<file path="config.mk">
export PLATFORM = sky130hd
export DESIGN_NAME = rtcas_top
export DESIGN_NICKNAME = d
export VERILOG_FILES = /design/src/rtcas_pkg.sv /design/src/rtcas_top.sv /design/src/rtcas_sync.sv /design/src/rtcas_tick.sv
export SDC_FILE = /design/constraint.sdc
export NUM_CORES = 1
export LEC_CHECK = 0
export BUFFER_PORTS_ARGS = -buffer_cell sky130_fd_sc_hd__buf_2
export CAP_MARGIN = 20
export CORE_MARGIN = 2
export CORE_UTILIZATION = 40
export DETAILED_ROUTE_END_ITERATION = 6
export GPL_ROUTABILITY_DRIVEN = 1
export PLACE_DENSITY_LB_ADDON = 0.15
export RECOVER_POWER = 100
export SLEW_MARGIN = 20
export SYNTH_ARGS = -nofsm -noshare
export SYNTH_HDL_FRONTEND = slang
export SYNTH_SLANG_ARGS = --single-unit
</file>
<file path="constraint.sdc">
create_clock -name clk -period 18 [get_ports clk]
set_clock_uncertainty 0.2 [all_clocks]
set_input_delay 0.9 -clock clk [delete_from_list [all_inputs] [get_ports clk]]
set_output_delay 0.9 -clock clk [all_outputs]
set_load 0.01 [all_outputs]
</file>
<file path="src/rtcas_pkg.sv">
// rtc adjust and shadow control: shared constants, types and states
// assumes a 25 MHz system clock and a 32-bit apb register bus
package rtcas_pkg;
  // ==========================================================
  // register map (index; byte address is four times it)
  localparam logic [15:0] IDX_TRIM = 16'h2504;
  localparam logic [15:0] IDX_CTRL = 16'h2890;
  localparam logic [15:0] IDX_SUBSEC = 16'h2892;
  localparam logic [15:0] IDX_ADJ_HI = 16'h289B;
  localparam logic [15:0] IDX_ADJ_MID = 16'h289C;
  localparam logic [15:0] IDX_ADJ_LO = 16'h289D;
  localparam logic [15:0] IDX_TCOMP = 16'h28A0;
  localparam logic [15:0] IDX_IRQ_STAT = 16'h28F0;
  localparam logic [15:0] IDX_IRQ_MASK = 16'h28F1;
  localparam logic [15:0] IDX_TIME = 16'h28F2;
  // ==========================================================
  // field positions and reset values
  localparam int CTL_WF_BIT = 7;
  localparam int CTL_RF_BIT = 6;
  localparam int CTL_FAIL_BIT = 4;
  localparam int TCOMP_EN_BIT = 5;
  localparam int TRIM_W = 7;
  localparam logic [6:0] TRIM_RST = 7'h40;
  localparam logic [16:0] P_RST = 17'h10000;
  localparam logic [1:0] Q_RST = 2'h0;
  localparam logic [7:0] SUB_LAST = 8'h7F;
  localparam int IRQ_FAIL = 0;
  localparam int IRQ_TCOMP = 1;
  localparam int IRQ_SEC = 2;
  localparam int IRQ_W = 3;
  // ==========================================================
  // timing
  localparam int CLK_PERIOD_NS = 40;
  localparam int SUB_PERIOD_NS = 7_812_500;
  localparam int RTC_PERIOD_NS = 1_000_000;
  localparam int SUB_DIV = SUB_PERIOD_NS / CLK_PERIOD_NS;
  localparam int RTC_DIV = RTC_PERIOD_NS / CLK_PERIOD_NS;
  // ==========================================================
  // types
  typedef struct packed {
    logic [16:0] p;
    logic [1:0] q;
  } rtcas_adj_s;
  typedef struct packed {
    logic [31:0] sec;
    logic [7:0] sub;
  } rtcas_time_s;
  typedef enum logic [2:0] {
    WF_IDLE = 3'b001,
    WF_HOLD = 3'b010,
    WF_LOAD = 3'b100
  } rtcas_wf_e;
  function automatic logic [15:0] regAddr(input logic [15:0] idx);
    regAddr = {idx[13:0], 2'b00};
  endfunction
endpackage

</file>
<file path="src/rtcas_top.sv">
// rtc control: trim, rate adjust, count-error flag, shadow and sub-second
// assumes apb master on clk; count error arrives on an asynchronous pin
//
// Decided for this implementation: register access over APB.
`timescale 1ns/1ps
// Notes on behaviour
// a detected count error sets the count-error flag
// the count-error flag stays set until software writes zero to it
// software keeps coarse rate adjust between 0x0FFBF and 0x10040
// coarse and fine fields join into one 19-bit value, coarse on top
// setting read freeze holds the time shadow constant, except for time writes during a write freeze
// read freeze bit reads back shadow status: 0 current, 1 frozen
// read-only 8-bit sub-second counter, one count per 1/128 second
// 7-bit read-write oscillator trim, reset value 0x40
// with auto compensation on, each temperature result rewrites adjust
// write freeze clear loads shadow next 1 kHz tick; reads set until done
// live counter keeps running while shadow is read-frozen
module rtcas_top #(
  parameter int SUB_DIV = rtcas_pkg::SUB_DIV,
  parameter int RTC_DIV = rtcas_pkg::RTC_DIV
) (
  input wire logic clk,
  input wire logic arst_n,
  input wire logic ce,
  input wire logic psel,
  input wire logic penable,
  input wire logic pwrite,
  input wire logic [15:0] paddr,
  input wire logic [31:0] pwdata,
  output logic [31:0] prdata,
  output logic pready,
  output logic pslverr,
  input wire logic countErrPin,
  input wire logic tempDone,
  input wire rtcas_pkg::rtcas_adj_s tempAdj,
  output rtcas_pkg::rtcas_adj_s rateAdj,
  output logic [6:0] oscTrim,
  output logic irq
);
  // ==========================================================
  // reset release
  logic [1:0] rstPipe;
  logic rstN;
  always_ff @(posedge clk or negedge arst_n) begin
    if (!arst_n) begin
      rstPipe <= 2'b00;
    end else begin
      rstPipe <= {rstPipe[0], 1'b1};
    end
  end
  assign rstN = rstPipe[1];

  // ==========================================================
  // state
  logic failFlag;
  logic readFreeze;
  logic compEn;
  logic errS;
  logic errPrev;
  logic [rtcas_pkg::IRQ_W-1:0] irqStat;
  logic [rtcas_pkg::IRQ_W-1:0] irqMask;
  rtcas_pkg::rtcas_time_s live;
  rtcas_pkg::rtcas_time_s shadow;
  rtcas_pkg::rtcas_wf_e wfState;
  rtcas_pkg::rtcas_wf_e next_wfState;
  logic subTick;
  logic rtcTick;

  rtcas_sync #(.W(1)) uErrSync (
    .clk(clk),
    .rstN(rstN),
    .d(countErrPin),
    .q(errS)
  );
  rtcas_tick #(.DIV(SUB_DIV)) uSubTick (
    .clk(clk),
    .rstN(rstN),
    .ce(ce),
    .tick(subTick)
  );
  rtcas_tick #(.DIV(RTC_DIV)) uRtcTick (
    .clk(clk),
    .rstN(rstN),
    .ce(ce),
    .tick(rtcTick)
  );

  // ==========================================================
  // apb decode
  wire setup = psel & ~penable;
  wire access = psel & penable;
  wire commit = access & ce;
  wire wr = commit & pwrite;
  wire hitTrim = paddr == rtcas_pkg::regAddr(rtcas_pkg::IDX_TRIM);
  wire hitCtrl = paddr == rtcas_pkg::regAddr(rtcas_pkg::IDX_CTRL);
  wire hitSub = paddr == rtcas_pkg::regAddr(rtcas_pkg::IDX_SUBSEC);
  wire hitHi = paddr == rtcas_pkg::regAddr(rtcas_pkg::IDX_ADJ_HI);
  wire hitMid = paddr == rtcas_pkg::regAddr(rtcas_pkg::IDX_ADJ_MID);
  wire hitLo = paddr == rtcas_pkg::regAddr(rtcas_pkg::IDX_ADJ_LO);
  wire hitComp = paddr == rtcas_pkg::regAddr(rtcas_pkg::IDX_TCOMP);
  wire hitStat = paddr == rtcas_pkg::regAddr(rtcas_pkg::IDX_IRQ_STAT);
  wire hitMask = paddr == rtcas_pkg::regAddr(rtcas_pkg::IDX_IRQ_MASK);
  wire hitTime = paddr == rtcas_pkg::regAddr(rtcas_pkg::IDX_TIME);
  wire mapped = |{hitTrim, hitCtrl, hitSub, hitHi, hitMid, hitLo, hitComp,
                  hitStat, hitMask, hitTime};
  // a frozen block cannot take a write, so the master is stalled instead
  assign pready = ce;
  assign pslverr = access & ~mapped;
  wire wrCtrl = wr & hitCtrl;
  wire wfSetReq = wrCtrl & pwdata[rtcas_pkg::CTL_WF_BIT];
  wire wfClrReq = wrCtrl & ~pwdata[rtcas_pkg::CTL_WF_BIT];

  // ==========================================================
  // read mux; sampled in the setup cycle, shown in the access cycle
  wire [7:0] ctrlRd = {wfState != rtcas_pkg::WF_IDLE, readFreeze, 1'b0,
                       failFlag, 4'h0};
  wire [31:0] rdMux =
    hitTrim ? {25'h0, oscTrim} :
    hitCtrl ? {24'h0, ctrlRd} :
    hitSub ? {24'h0, shadow.sub} :
    hitHi ? {29'h0, rateAdj.p[16:14]} :
    hitMid ? {24'h0, rateAdj.p[13:6]} :
    hitLo ? {24'h0, rateAdj.p[5:0], rateAdj.q} :
    hitComp ? {26'h0, compEn, 5'h00} :
    hitStat ? {29'h0, irqStat} :
    hitMask ? {29'h0, irqMask} :
    hitTime ? shadow.sec : 32'h0000_0000;
  always_ff @(posedge clk or negedge rstN) begin
    if (!rstN) begin
      prdata <= 32'h0000_0000;
    end else if (ce && setup) begin
      prdata <= rdMux;
    end
  end

  // ==========================================================
  // trim and compensation enable
  always_ff @(posedge clk or negedge rstN) begin
    if (!rstN) begin
      oscTrim <= rtcas_pkg::TRIM_RST;
      compEn <= 1'b0;
    end else begin
      if (wr && hitTrim) oscTrim <= pwdata[6:0];
      if (wr && hitComp) compEn <= pwdata[rtcas_pkg::TCOMP_EN_BIT];
    end
  end

  // ==========================================================
  // rate adjust; a temperature result wins over a same-cycle write
  wire tempLoad = ce & tempDone & compEn;
  rtcas_pkg::rtcas_adj_s next_rateAdj;
  assign next_rateAdj.p[16:14] = (wr && hitHi) ? pwdata[2:0]
                                               : rateAdj.p[16:14];
  assign next_rateAdj.p[13:6] = (wr && hitMid) ? pwdata[7:0]
                                               : rateAdj.p[13:6];
  assign next_rateAdj.p[5:0] = (wr && hitLo) ? pwdata[7:2]
                                             : rateAdj.p[5:0];
  assign next_rateAdj.q = (wr && hitLo) ? pwdata[1:0] : rateAdj.q;
  always_ff @(posedge clk or negedge rstN) begin
    if (!rstN) begin
      rateAdj <= '{p: rtcas_pkg::P_RST, q: rtcas_pkg::Q_RST};
    end else if (tempLoad) begin
      rateAdj <= tempAdj;
    end else begin
      rateAdj <= next_rateAdj;
    end
  end

  // ==========================================================
  // count error flag; a new error beats a same-cycle clear
  wire errEvt = errS & ~errPrev;
  wire failClr = wrCtrl & ~pwdata[rtcas_pkg::CTL_FAIL_BIT];
  always_ff @(posedge clk or negedge rstN) begin
    if (!rstN) begin
      errPrev <= 1'b0;
      failFlag <= 1'b0;
    end else if (ce) begin
      errPrev <= errS;
      if (errEvt) failFlag <= 1'b1;
      else if (failClr) failFlag <= 1'b0;
    end
  end

  // ==========================================================
  // live counter and shadow
  wire secTick = subTick & (live.sub == rtcas_pkg::SUB_LAST);
  wire loadLive = (wfState == rtcas_pkg::WF_LOAD) & rtcTick;
  rtcas_pkg::rtcas_time_s next_live;
  assign next_live.sub = secTick ? 8'h00 : live.sub + 8'h01;
  assign next_live.sec = live.sec + {31'h0, secTick};
  always_ff @(posedge clk or negedge rstN) begin
    if (!rstN) begin
      live <= '0;
    end else if (loadLive) begin
      live <= shadow;
    end else if (subTick) begin
      live <= next_live;
    end
  end
  always_ff @(posedge clk or negedge rstN) begin
    if (!rstN) begin
      readFreeze <= 1'b0;
    end else if (wrCtrl) begin
      readFreeze <= pwdata[rtcas_pkg::CTL_RF_BIT];
    end
  end
  // the shadow only tracks while neither freeze holds it
  wire wfIdle = wfState == rtcas_pkg::WF_IDLE;
  always_ff @(posedge clk or negedge rstN) begin
    if (!rstN) begin
      shadow <= '0;
    end else if (ce) begin
      if (!wfIdle && wr && hitTime) shadow.sec <= pwdata;
      else if (wfIdle && !readFreeze) shadow <= live;
    end
  end

  // ==========================================================
  // write freeze sequence
  always_comb begin
    next_wfState = wfState;
    unique case (wfState)
      rtcas_pkg::WF_IDLE: begin
        if (wfSetReq) next_wfState = rtcas_pkg::WF_HOLD;
      end
      rtcas_pkg::WF_HOLD: begin
        if (wfClrReq) next_wfState = rtcas_pkg::WF_LOAD;
      end
      rtcas_pkg::WF_LOAD: begin
        if (rtcTick) next_wfState = rtcas_pkg::WF_IDLE;
      end
      default: next_wfState = rtcas_pkg::WF_IDLE;
    endcase
  end
  always_ff @(posedge clk or negedge rstN) begin
    if (!rstN) begin
      wfState <= rtcas_pkg::WF_IDLE;
    end else if (ce) begin
      wfState <= next_wfState;
    end
  end

  // ==========================================================
  // interrupts: sticky, write one to clear, an event wins over clear
  wire [rtcas_pkg::IRQ_W-1:0] irqEvt = {secTick, tempLoad, errEvt & ce};
  wire [rtcas_pkg::IRQ_W-1:0] irqClr =
    (wr && hitStat) ? pwdata[rtcas_pkg::IRQ_W-1:0] : '0;
  always_ff @(posedge clk or negedge rstN) begin
    if (!rstN) begin
      irqStat <= '0;
      irqMask <= '0;
    end else begin
      irqStat <= (irqStat & ~irqClr) | irqEvt;
      if (wr && hitMask) irqMask <= pwdata[rtcas_pkg::IRQ_W-1:0];
    end
  end
  assign irq = |(irqStat & irqMask);
endmodule

</file>
<file path="src/rtcas_sync.sv">
// two-flop synchroniser for levels from outside the clock domain
// assumes a reset already released synchronously to clk
`timescale 1ns/1ps
module rtcas_sync #(
  parameter int W = 1
) (
  input wire logic clk,
  input wire logic rstN,
  input wire logic [W-1:0] d,
  output logic [W-1:0] q
);
  logic [W-1:0] meta;
  // ==========================================================
  // only the second stage is visible outside
  always_ff @(posedge clk or negedge rstN) begin
    if (!rstN) begin
      meta <= '0;
      q <= '0;
    end else begin
      meta <= d;
      q <= meta;
    end
  end
endmodule

</file>
<file path="src/rtcas_tick.sv">
// free-running divider giving a one-cycle tick every DIV enabled clocks
// assumes ce gates all counting
`timescale 1ns/1ps
module rtcas_tick #(
  parameter int DIV = 25000
) (
  input wire logic clk,
  input wire logic rstN,
  input wire logic ce,
  output logic tick
);
  localparam int CW = $clog2(DIV);
  logic [CW-1:0] cnt;
  wire atEnd = (cnt == CW'(DIV - 1));
  assign tick = ce & atEnd;
  // ==========================================================
  always_ff @(posedge clk or negedge rstN) begin
    if (!rstN) begin
      cnt <= '0;
    end else if (ce) begin
      cnt <= atEnd ? '0 : cnt + CW'(1);
    end
  end
endmodule

</file>
# Yosys cells after proc, flatten, opt, wreduce, memory -nomap -nowiden
# Index checks and enable logic that the tools add are counted.
[op_classes]
n_addsub = 4
eq_ne = 20
n_mux = 29
bitwise = 27
reduce_logical = 25
[op_table]
columns = ["cell", "count"]
rows = [
  ["$mux W32", 11],
  ["$eq A16 B16 Y1 const B", 10],
  ["$mux W40", 3],
  ["$add A32 B1 Y32", 1],
  ["$mux W19", 1],
  ["$add A18 B1 Y18 const B", 1],
  ["$eq A18 B18 Y1 const B", 1],
  ["$mux W18", 1],
  ["$and A1 B1 Y1", 17],
  ["$mux W8", 2],
  ["$add A15 B1 Y15 const B", 1],
  ["$eq A15 B15 Y1 const B", 1],
  ["$mux W15", 1],
  ["$mux W3", 5],
  ["$reduce_bool A2 Y1", 6],
  ["$logic_and A1 B1 Y1", 11],
  ["$reduce_or A10 Y1", 1],
  ["$pmux W3 S3", 1],
  ["$add A8 B1 Y8 const B", 1],
  ["$eq A8 B7 Y1 const B", 1],
  ["$and A3 B3 Y3", 2],
  ["$mux W6", 1],
  ["$ne A2 B2 Y1 const B", 3],
  ["$not A1 Y1", 6],
  ["13 further kinds", 16],
]
[word_totals]
ff_bits = 188
inputBits = 75
out_inout_bits = 61
wordCells = 127

# Depth between registers and ports, before layout
# Gate-level depths: netlist of run 1.
[logic_depth]
depth_word = 11
mapped_depth = 11

# By module
# Synthesis of run 1 repeated with hierarchy kept, for this count alone.
[hier_totals]
cells_unflattened = 960
area_unflattened_um2 = 9603.0
[by_module_without_submodules]
columns = ["module", "instances", "cells_each", "area_per_inst_um2", "seq_area_each_um2"]
rows = [
  ["rtcas_top", 1, 785, 7736.2, 3832.4],
  ["rtcas_tick at uSubTick", 1, 102, 1031.0, 450.4],
  ["rtcas_tick at uRtcTick", 1, 71, 785.8, 375.4],
  ["rtcas_sync", 1, 2, 50.0, 50.0],
]

# Worst setup path after synthesis of run 1
# Ideal clock, no wire load.
[synth_path]
path_type = "input to register"
start = "input ce"
end = "register live[34] (netlist name)"
setup_ps = 125
t_arrival_ps = 3091
t_required_ps = 17675
setup_slack_ps = 14584
stages = 11
path_buffers = 2
path_cell_list = "buf_2 clkbuf_1 nand3_1 nor4_1 ha_1 ha_1 nand2_1 nor4_4 nand2_1 xnor2_1 mux2_2"
[synth_via]
elab_chain_cells = 5
word_cells_on_any_way = 8
[synth_lines]
columns = ["item", "line_no", "source"]
rows = [
  ["from (decl)", "rtcas_top.sv:24", "input wire logic ce,"],
  ["$and A1 B1 Y1", "rtcas_tick.sv:15", "assign tick = ce & atEnd;"],
  ["$and A1 B1 Y1", "rtcas_top.sv:186", "wire secTick = subTick & (live.sub == rtcas_pkg::SUB_LAST);"],
  ["$add A32 B1 Y32", "rtcas_top.sv:190", "assign next_live.sec = live.sec + {31'h0, secTick};"],
  ["$mux W40", "rtcas_top.sv:196", "end else if (subTick) begin"],
  ["$mux W40", "rtcas_top.sv:194", "end else if (loadLive) begin"],
  ["to (signal assigned)", "rtcas_top.sv:195", "live <= shadow;"],
  ["to (signal assigned)", "rtcas_top.sv:197", "live <= next_live;"],
  ["to (decl)", "rtcas_top.sv:62", "rtcas_pkg::rtcas_time_s live;"],
]
# Parallel ways exist; a longest one is shown, timed or not. The select of a mux whose other input is x is not followed.
# A chain may end at the register's enable or synchronous reset.

==> impl_metrics.tcl, run 1 <==
set metrics [dict create \
    status "finished, violations left" \
    failed_checks "max-capacitance violations, max-slew violations" \
    clkSinkCount 188 \
    slew_violations 408 \
    die_w_um 158 \
    post-place-ws_ns 14.22 \
    p_switching_mw 0.266 \
    synthTopCellsByCount "185 x dfrtp_1, 180 x nand2_1, 94 x nor2_1, 65 x nand3_1, 61 x a21oi_1" \
    clock_latency_ns 0.45 \
    post-place-cells 1403 \
    cts_resized 0 \
    ant_nets 0 \
    drive_above_1_share 0.137 \
    wire_per_inst_um 17.3 \
    drc 0 \
    synth_top_area_cell "dfrtp_1" \
    crit_path_start_kind "flip-flop" \
    fin_area_um2 10900 \
    hpwl_um 17200 \
    cts_root_buf "clkbuf_16" \
    arrival_ns 4.99 \
    hold_class "primary input to asynchronous set/reset pin" \
    p_int_mw 0.666 \
    critPathTopFamily "buffers and inverters" \
    setup_violations 0 \
    fin_util 0.466 \
    synthCells 983 \
    p_leak_nw 5.13 \
    synth_top_area_frac 0.489 \
    fp-row-count 56 \
    grt_pass1_vias 7511 \
    async_flop_share 1.00 \
    die_area_um2 24900 \
    period_needed_ns 5.60 \
    ys_seq_elements 188 \
    max_stage_delay_ns 2.97 \
    antenna_found_initial 0 \
    p_comb_frac 0.091 \
    sequentialPowerShare 0.493 \
    finalCritPeriodShare 0.311 \
    vias 7732 \
    relSlewSlack -1.74 \
    ctsHtreeMaxLevel 4 \
    ys_types 69 \
    clock.fmax_ghz 0.179 \
    crit_slowest_cell "clkbuf_1" \
    io_pins 136 \
    drv_cap 8 \
    path_cells "clkbuf_1" \
    synth-main-ff-cell "dfrtp_1" \
    overflow 0 \
    synth.most_common_cell "dfrtp_1" \
    wl_um 24800 \
    gp_congestion 0.882 \
    synthesis.area_um2 9480 \
    cts_made_buffers 17 \
    grt.total_usage 0.208 \
    die_y_um 158 \
    critical_path_class "flip-flop to asynchronous set/reset pin" \
    critPathBufInv 1 \
    first_pass_iters 5 \
    initial_core_util 0.406 \
    sw_frac_of_total 0.285 \
    clkTransAtPathRegs_ns 0.07 \
    cts_hold_buf 0 \
    placed_area_um2 10400 \
    synth.area.top_cells "dfrtp_1 49%, nand2_1 7.1%, nor2_1 3.7%" \
    end_kind "asynchronous set/reset pin" \
    synth_edf_count 0 \
    syn_nets 1063 \
    cts_tree "done" \
    peakVddDrop_mv 0.0667 \
    crit_path_max_fanout 77 \
    finalHoldViolCount 0 \
    p_total_mw 0.932 \
    rsz0062_at_grt "false" \
    coreArea_um2 23300 \
    finalNetCount 1183 \
    required_ns 17.39 \
    ys_seq_area_frac 0.497 \
    hold_slack_ns 0.0317 \
    setup_ws_ns 12.40 \
    pwr_density_cell_nw_per_um2 85.8 \
    grt_max_degree 78 \
    max-clock-path-buffers 2 \
    area_growth_pct 14.7 \
    worstMarginPinSlew_ns 4.11 \
    finalNonFillerCells 1435 \
    drt_iter0_drc 528 \
    p_clk_frac 0.415 \
    syn_avg_cell_area_um2 9.64 \
    postCtsSetupRepairBufs 0 \
    antenna_cells 0 \
    ys_warn_count 0 \
    port_buffers 135 \
    fin_tns_setup_ns 0 \
    vias_per_cell 5.39 \
    grt_pass1_wl_um 40500 \
]
==> area by class of cell <==
type                    instances  area [um^2]
fillers                      2325        12500
flip-flops and latches        188         4710
multi-input cells             732         4440
repair buffers                146          647
clock buffers                  18          429
well taps                     319          399
clock inverters                14          176
inverters                      18         67.6
==> cells in the final DEF (no fill, tap or decap), types with 12 or more instances in the layout <==
cell type,n
mux2i_1,23
a21oi_1,61
and3_1,16
nand2_1,180
nor2_1,96
dfrtp_1,185
inv_1,18
clkbuf_1,70
o21ai_0,24
clkbuf_16,17
nor3_1,12
mux2_2,14
a22oi_1,34
nand3_1,65
xor2_1,31
buf_2,76
nand4_1,21
xnor2_1,28
==> worst paths after layout <==
check / startpoint / to / slack [ns] / cells past startpoint
setup / recovery: rstPipe[1]$_DFF_PN0_ / prdata[7]$_DFFE_PN0P_ / 12.40 / 1
hold / removal: arst_n / rstPipe[0]$_DFF_PN0_ / 0.03 / 1
setup reg to reg: rstPipe[1]$_DFF_PN0_ / prdata[7]$_DFFE_PN0P_ / 12.40 / 1
hold reg to reg: rstPipe[0]$_DFF_PN0_ / rstPipe[1]$_DFF_PN0_ / 0.16 / 0
max in group clk: ce / live[5]$_DFFE_PN0P_ / 12.55 / 8
min in group clk: rstPipe[0]$_DFF_PN0_ / rstPipe[1]$_DFF_PN0_ / 0.16 / 0
==> per-layer routing <==
| layer | vias to the layer above | routed length, um | global-route usage |
|---|---|---|---|
| met4 | 0 | 389 | 0.0524 |
| met5 | - | 0 | 0 |
| li1 | 3705 | - | - |
| met1 | 3758 | 11700 | 0.294 |
| met2 | 240 | 11400 | 0.329 |
| met3 | 29 | 1350 | 0.0413 |
==> sequential cells by signal, summed over array words and instances, names as in the netlist <==
signal	count
live	40
readFreeze	1
compEn	1
uErrSync.meta	1
wfState	3
rstPipe	2
oscTrim	7
prdata	32
errPrev	1
irqStat	3
failFlag	1
uRtcTick.cnt	15
uErrSync.q	1
shadow	40
uSubTick.cnt	18
irqMask	3
rateAdj	19
==> power by group through the flow <==
stage	registers (mW)	clock network (mW)	logic (mW)
2_1_floorplan	0.469	0	0.0502
3_3_place_gp	0.468	0	0.0877
3_5_place_dp	0.468	0	0.0879
4_1_cts	0.460	0.398	0.0887
5_1_grt	0.463	0.413	0.0957
6_report	0.460	0.387	0.0853
==> cells by family after synthesis <==
group,share of synthesized area
fa+ha+maj,0.00660
compound gates,0.104
buf+inv,0.0306
mux,0.0516
flops,0.497
xor+xnor,0.0545
simple gates,0.256
other cells,0.000396
Power figures use the tool's default switching activity.
==> run 2: changes to the inputs <==
ABC_AREA = 1   (was default)
clock period = 4.6 ns   (was 18 ns; I/O delays follow)
==> run 2 against run 1 <==
Effect of this change: cell count up 29%; the flow still finishes with violations (max-capacitance violations, max-slew violations); combinational power grew to 12 times the previous value; area after synthesis increased by 7.7%; sequential share of layout area fell by 5.2 points; clock power increased to 4.1 times the previous value; routed wire length increased by 18%; synthesized cell count increased by 34%.
==> impl_metrics.tcl, run 2 <==
set metrics [dict create \
    synthCells 1316 \
    end_kind "flip-flop" \
    syn_nets 1396 \
    ant_nets 0 \
    synth_compound_area_frac 0.133 \
    setup_violations 0 \
    required_ns 4.70 \
    synth_mux_area_frac 0.000981 \
    finalCritPeriodShare 0.854 \
    io_pins 136 \
    wire_per_inst_um 15.7 \
    critical_path_class "flip-flop to flip-flop" \
    first_pass_iters 4 \
    grt_max_degree 93 \
    drc 0 \
    drv_cap 1 \
    arrival_ns 4.03 \
    synthesis.area_um2 10200 \
    vias 9472 \
    synth-simple-area-share 0.270 \
    p_leak_nw 5.74 \
    port_buffers 135 \
    die_y_um 164 \
    hold_slack_ns 0.00970 \
    hold_class "primary input to flip-flop" \
    relSlewSlack -0.323 \
    overflow 0 \
    ys_seq_area_frac 0.461 \
    hpwl_um 21100 \
    grt_pass1_vias 9019 \
    crit_path_max_fanout 23 \
    grt.total_usage 0.223 \
    cts_tree "done" \
    placed_area_um2 11200 \
    p_switching_mw 1.61 \
    async_flop_share 1.00 \
    p_comb_frac 0.210 \
    drive_above_1_share 0.0990 \
    synth.area.top_cells "dfrtp_1 45%, nand2_1 12%, inv_1 7.4%" \
    synth_top_area_frac 0.454 \
    vias_per_cell 5.11 \
    sw_frac_of_total 0.341 \
    grt_pass1_wl_um 47000 \
    ys_warn_count 0 \
    ctsHtreeMaxLevel 4 \
    period_needed_ns 3.93 \
    wl_um 29200 \
    fin_util 0.491 \
    clkTransAtPathRegs_ns 0.08 \
    synth-adder-area-share 0.00613 \
    fin_area_um2 12300 \
    antenna_found_initial 0 \
    largestRegisters "live (40), shadow (40), prdata (32)" \
    ys_types 47 \
    synth-main-ff-cell "dfrtp_1" \
    die_w_um 164 \
    status "finished, violations left" \
    rsz0062_at_grt "false" \
    sequentialPowerShare 0.455 \
    gp_congestion 0.879 \
    fp-row-count 58 \
    syn_avg_cell_area_um2 7.76 \
    cts_made_buffers 17 \
    synth_top_family_by_area "simple AND/OR/NAND/NOR gates" \
    final_cell_mix "315 x nand2_1, 203 x inv_1, 185 x dfrtp_1" \
    clkSinkCount 188 \
    worstMarginPinSlew_ns 1.98 \
    final_common_cell "nand2_1" \
    cts_root_buf "clkbuf_16" \
    antenna_cells 0 \
    clock_latency_ns 0.44 \
    finalHoldViolCount 0 \
    synth_top_area_cell "dfrtp_1" \
    synthTopCellsByCount "313 x nand2_1, 200 x inv_1, 185 x dfrtp_1, 106 x nor2_1, 80 x o21ai_0" \
    slew_violations 49 \
    initial_core_util 0.406 \
    failed_checks "max-capacitance violations, max-slew violations" \
    postCtsSetupRepairBufs 0 \
    pwr_density_cell_nw_per_um2 383 \
    p_clk_frac 0.336 \
    drt_iter0_drc 754 \
    synthXorXnorAreaFrac 0.0318 \
    peakVddDrop_mv 0.257 \
    area_growth_pct 20.9 \
    p_int_mw 3.12 \
    fin_tns_setup_ns 0 \
    max-clock-path-buffers 2 \
    coreArea_um2 25100 \
    die_area_um2 26800 \
    finalNetCount 1592 \
    clock.fmax_ghz 0.255 \
    synth_edf_count 0 \
    synth.most_common_cell "nand2_1" \
    crit_path_start_kind "flip-flop" \
    ys_seq_elements 188 \
]
-- run 2: repair_timing --
item / CTS / global route
endpoints found under the hold margin: 53 / 0
gates resized for setup: 0 / 0
hold buffers: 68 / 0
-- run 2: metal layers --
metal  GRT usage  up-vias  wire [um]
met3      0.0336       30       1410
met4      0.0670        0        588
met2       0.357      268      13500
met5           0        -          0
met1       0.314     4463      13700
li1            -     4711          -
-- run 2: power by group through the flow --
stage | Combinational [mW] | Clock [mW] | Sequential (mW)
2_1_floorplan | 0.675 | 0 | 2.14
4_1_cts | 1.03 | 1.62 | 2.15
3_5_place_dp | 0.961 | 0 | 2.18
3_3_place_gp | 0.947 | 0 | 2.17
5_1_grt | 1.12 | 1.69 | 2.19
6_report | 0.991 | 1.59 | 2.15
-- run 2: through the flow --
stage | setup WS [ns] | total power [mW] | std cells
finish | 0.671 | 4.73 | 1855
global route | 0.300 | 4.99 | 1855
CTS | 1.00 | 4.79 | 1855
detailed placement | 1.02 | 3.14 | 1755
global placement | 1.11 | 3.12 | 1755
floorplan | 1.30 | 2.81 | 1316
-- run 2: kinds of logic after synthesis --
| logic type | after synthesis |
|---|---|
| other | 1 |
| adder cells (fa/ha/maj) | 5 |
| AO/OA/AOI/OAI | 219 |
| buffers and inverters | 245 |
| flip-flops | 188 |
| XOR/XNOR | 37 |
| AND/OR/NAND/NOR | 620 |
| multiplexers | 1 |
-- run 2: layout make-up --
| cell class | instances | area (um^2) |
|---|---|---|
| fill | 2602 | 12800 |
| sequential | 188 | 4710 |
| multi-input combinational | 883 | 4470 |
| timing repair buffer | 215 | 1350 |
| inverter | 207 | 777 |
| clock buffer | 18 | 429 |
| tap | 330 | 413 |
| clock inverter | 14 | 200 |
-- run 2: worst max-delay path: stages (launching register included) --
cell,delay (ns)
dfstp_1,0.57
inv_1,0.06
nor3_1,0.24
inv_1,0.23
nor2_2,0.11
clkbuf_1,0.44
nand2_1,0.46
nand2_1,0.71
clkbuf_1,0.58
o21ai_0,0.16
-- run 2: worst paths after layout --
check,start,to,slack (ns),cells past startpoint
max,wfState[0]$_DFFE_PN1P_,shadow[20]$_DFFE_PN0P_,0.67,9
min,pwdata[8],shadow[16]$_DFFE_PN0P_,0.01,5
max reg2reg,wfState[0]$_DFFE_PN1P_,shadow[20]$_DFFE_PN0P_,0.67,9
min reg2reg,rstPipe[0]$_DFF_PN0_,rstPipe[1]$_DFF_PN0_,0.15,0
max in group asynchronous,rstPipe[1]$_DFF_PN0_,live[26]$_DFFE_PN0P_,1.27,1
min in group asynchronous,arst_n,rstPipe[1]$_DFF_PN0_,0.45,3
==> run 3: changes to the inputs <==
PLACE_DENSITY_LB_ADDON = default   (was 0.15)
==> run 3 against run 2 <==
Effect of this change: the flow still finishes with violations (max-capacitance violations, max-slew violations); routed wire length decreased by 1.5%; combinational power about the same; clock-buffer cell count unchanged; clock power decreased by 6%; core utilization about the same; sequential power about the same; die area unchanged; critical path type is now primary input to flip-flop; hold slack improved by 0.0043 ns; first-iteration DRC count decreased by 18%.
==> impl_metrics.tcl, run 3 (synthesis results as in run 2) <==
set metrics [dict create \
    status "finished, violations left" \
    failed_checks "max-capacitance violations, max-slew violations" \
    initial_core_util 0.406 \
    regArea_um2 4710 \
    fin_tns_setup_ns 0 \
    ctsHtreeMaxLevel 4 \
    cts_root_buf "clkbuf_16" \
    gp_congestion 0.884 \
    clkTransAtPathRegs_ns 0.08 \
    required_ns 4.74 \
    ant_nets 0 \
    cts_resized 0 \
    grt.total_usage 0.220 \
    crit_slowest_cell "clkbuf_1" \
    max_stage_delay_ns 1.11 \
    vias_per_cell 5.08 \
    rsz0062_at_grt "false" \
    grt_max_degree 187 \
    wl_um 28800 \
    period_needed_ns 3.87 \
    critical_path_class "primary input to flip-flop" \
    drc 0 \
    coreArea_um2 25100 \
    final_common_cell "nand2_1" \
    clock.fmax_ghz 0.258 \
    hpwl_um 20300 \
    grt_pass1_vias 9126 \
    vias 9418 \
    port_buffers 135 \
    first_pass_iters 5 \
    die_w_um 164 \
    path_cells "clkbuf_1 > clkinv_1 > clkbuf_1 > nor2_1 > nand2_1 > clkbuf_1 > nand2_1 > nor2_1 > nand3_1 > o211ai_1" \
    wire_per_inst_um 15.5 \
    antenna_cells 0 \
    finalHoldViolCount 0 \
    die_area_um2 26800 \
    die_y_um 164 \
    drt_iter0_drc 615 \
    p_clk_frac 0.322 \
    grt_pass1_wl_um 47100 \
    cts_made_buffers 17 \
    p_comb_frac 0.218 \
    setup_violations 0 \
    clkSinkCount 188 \
    clock_latency_ns 0.44 \
    crit_path_max_fanout 32 \
    relSlewSlack -1.13 \
    worstMarginPinSlew_ns 3.20 \
    fin_util 0.492 \
    p_total_mw 4.64 \
    final_cell_mix "316 x nand2_1, 203 x inv_1, 184 x dfrtp_1" \
    overflow 0 \
    sequentialPowerShare 0.460 \
    fillers 2549 \
    drv_cap 3 \
    largestRegisters "live (40), shadow (40), prdata (32)" \
    p_leak_nw 5.74 \
    area_growth_pct 20.9 \
    slew_violations 125 \
    end_kind "flip-flop" \
    multi_input_area_um2 4480 \
    drive_above_1_share 0.101 \
    hold_class "primary input to flip-flop" \
    crit_path_start_kind "primary input" \
    max-clock-path-buffers 2 \
    p_switching_mw 1.58 \
    cts_tree "done" \
    fp-row-count 58 \
    p_int_mw 3.07 \
    io_pins 136 \
    finalCritPeriodShare 0.841 \
    antenna_found_initial 0 \
    postCtsSetupRepairBufs 0 \
    finalNetCount 1592 \
    crit_path_frequent_cell "clkbuf_1" \
    pwr_density_cell_nw_per_um2 376 \
    arrival_ns 4.01 \
    peakVddDrop_mv 0.227 \
    sw_frac_of_total 0.340 \
]
[run 3: cell types whose count changed in the layout (fill, tap and decap cells not counted), sizes merged]
cell | previous run | this run
dlymetal6s4s | 0 | 1
clkbuf | 86 | 83
buf | 79 | 81
bufinv | 2 | 1
clkinvlp | 0 | 1
[run 3: power groups by stage]
stage	logic, mW	registers [mW]	clock network, mW
after global placement	0.951	2.16	0
after global routing	1.15	2.17	1.60
after CTS	1.04	2.13	1.52
final	1.01	2.14	1.50
after floorplan	0.675	2.14	0
after detailed placement	0.970	2.17	0
[run 3: path summary, 6_finish.rpt]
kind	end	slack [ns]	from	cells after the start
max	live[5]$_DFFE_PN0P_	0.73	ce	10
min	irqMask[2]$_DFFE_PN0P_	0.01	pwdata[2]	3
max reg2reg	live[38]$_DFFE_PN0P_	0.85	uSubTick.cnt[0]$_DFFE_PN0P_	17
min reg2reg	uErrSync.q$_DFF_PN0_	0.16	uErrSync.meta$_DFF_PN0_	0
max in group asynchronous	uSubTick.cnt[14]$_DFFE_PN0P_	0.98	rstPipe[1]$_DFF_PN0_	1
min in group asynchronous	rstPipe[1]$_DFF_PN0_	0.47	arst_n	3
[run 3: critical path, delay by kind of cell]
family | cells | cell delay (ns)
buf+inv | 4 | 2.32
simple gates | 5 | 1.32
compound gates | 1 | 0.10
[run 3: final cells by class]
class,count,area share
Tap cell,330,0.0335
Timing Repair Buffer,215,0.111
Sequential cell,188,0.382
Inverter,207,0.0629
Clock inverter,14,0.0122
Multi-Input combinational cell,883,0.363
Clock buffer,18,0.0356
[run 3: what timing repair did]
| item | 4_1_cts | 5_1_grt |
|---|---|---|
| hold endpoints to repair | 51 | 0 |
| setup endpoints to repair | 0 | 0 |
| hold buffers | 68 | 0 |
[run 3: routing by layer]
metal,wire length [um],track usage,vias up
met3,1270,0.0396,48
met4,680,0.0702,0
met2,13200,0.353,242
met5,0,0,-
li1,-,-,4713
met1,13700,0.303,4415
[run 3: per-stage QoR]
step / cells / hold WS (ns) / area, um^2 / worst slack, ns
after floorplan: 1316 / -0.266 / 10200 / 1.30
after CTS: 1854 / 0.000458 / 12500 / 0.925
final: 1855 / 0.0140 / 12300 / 0.730
after global placement: 1754 / -0.184 / 11200 / 1.08
after detailed placement: 1754 / -0.175 / 11200 / 0.933
after global routing: 1855 / 0.0201 / 12300 / 0.253
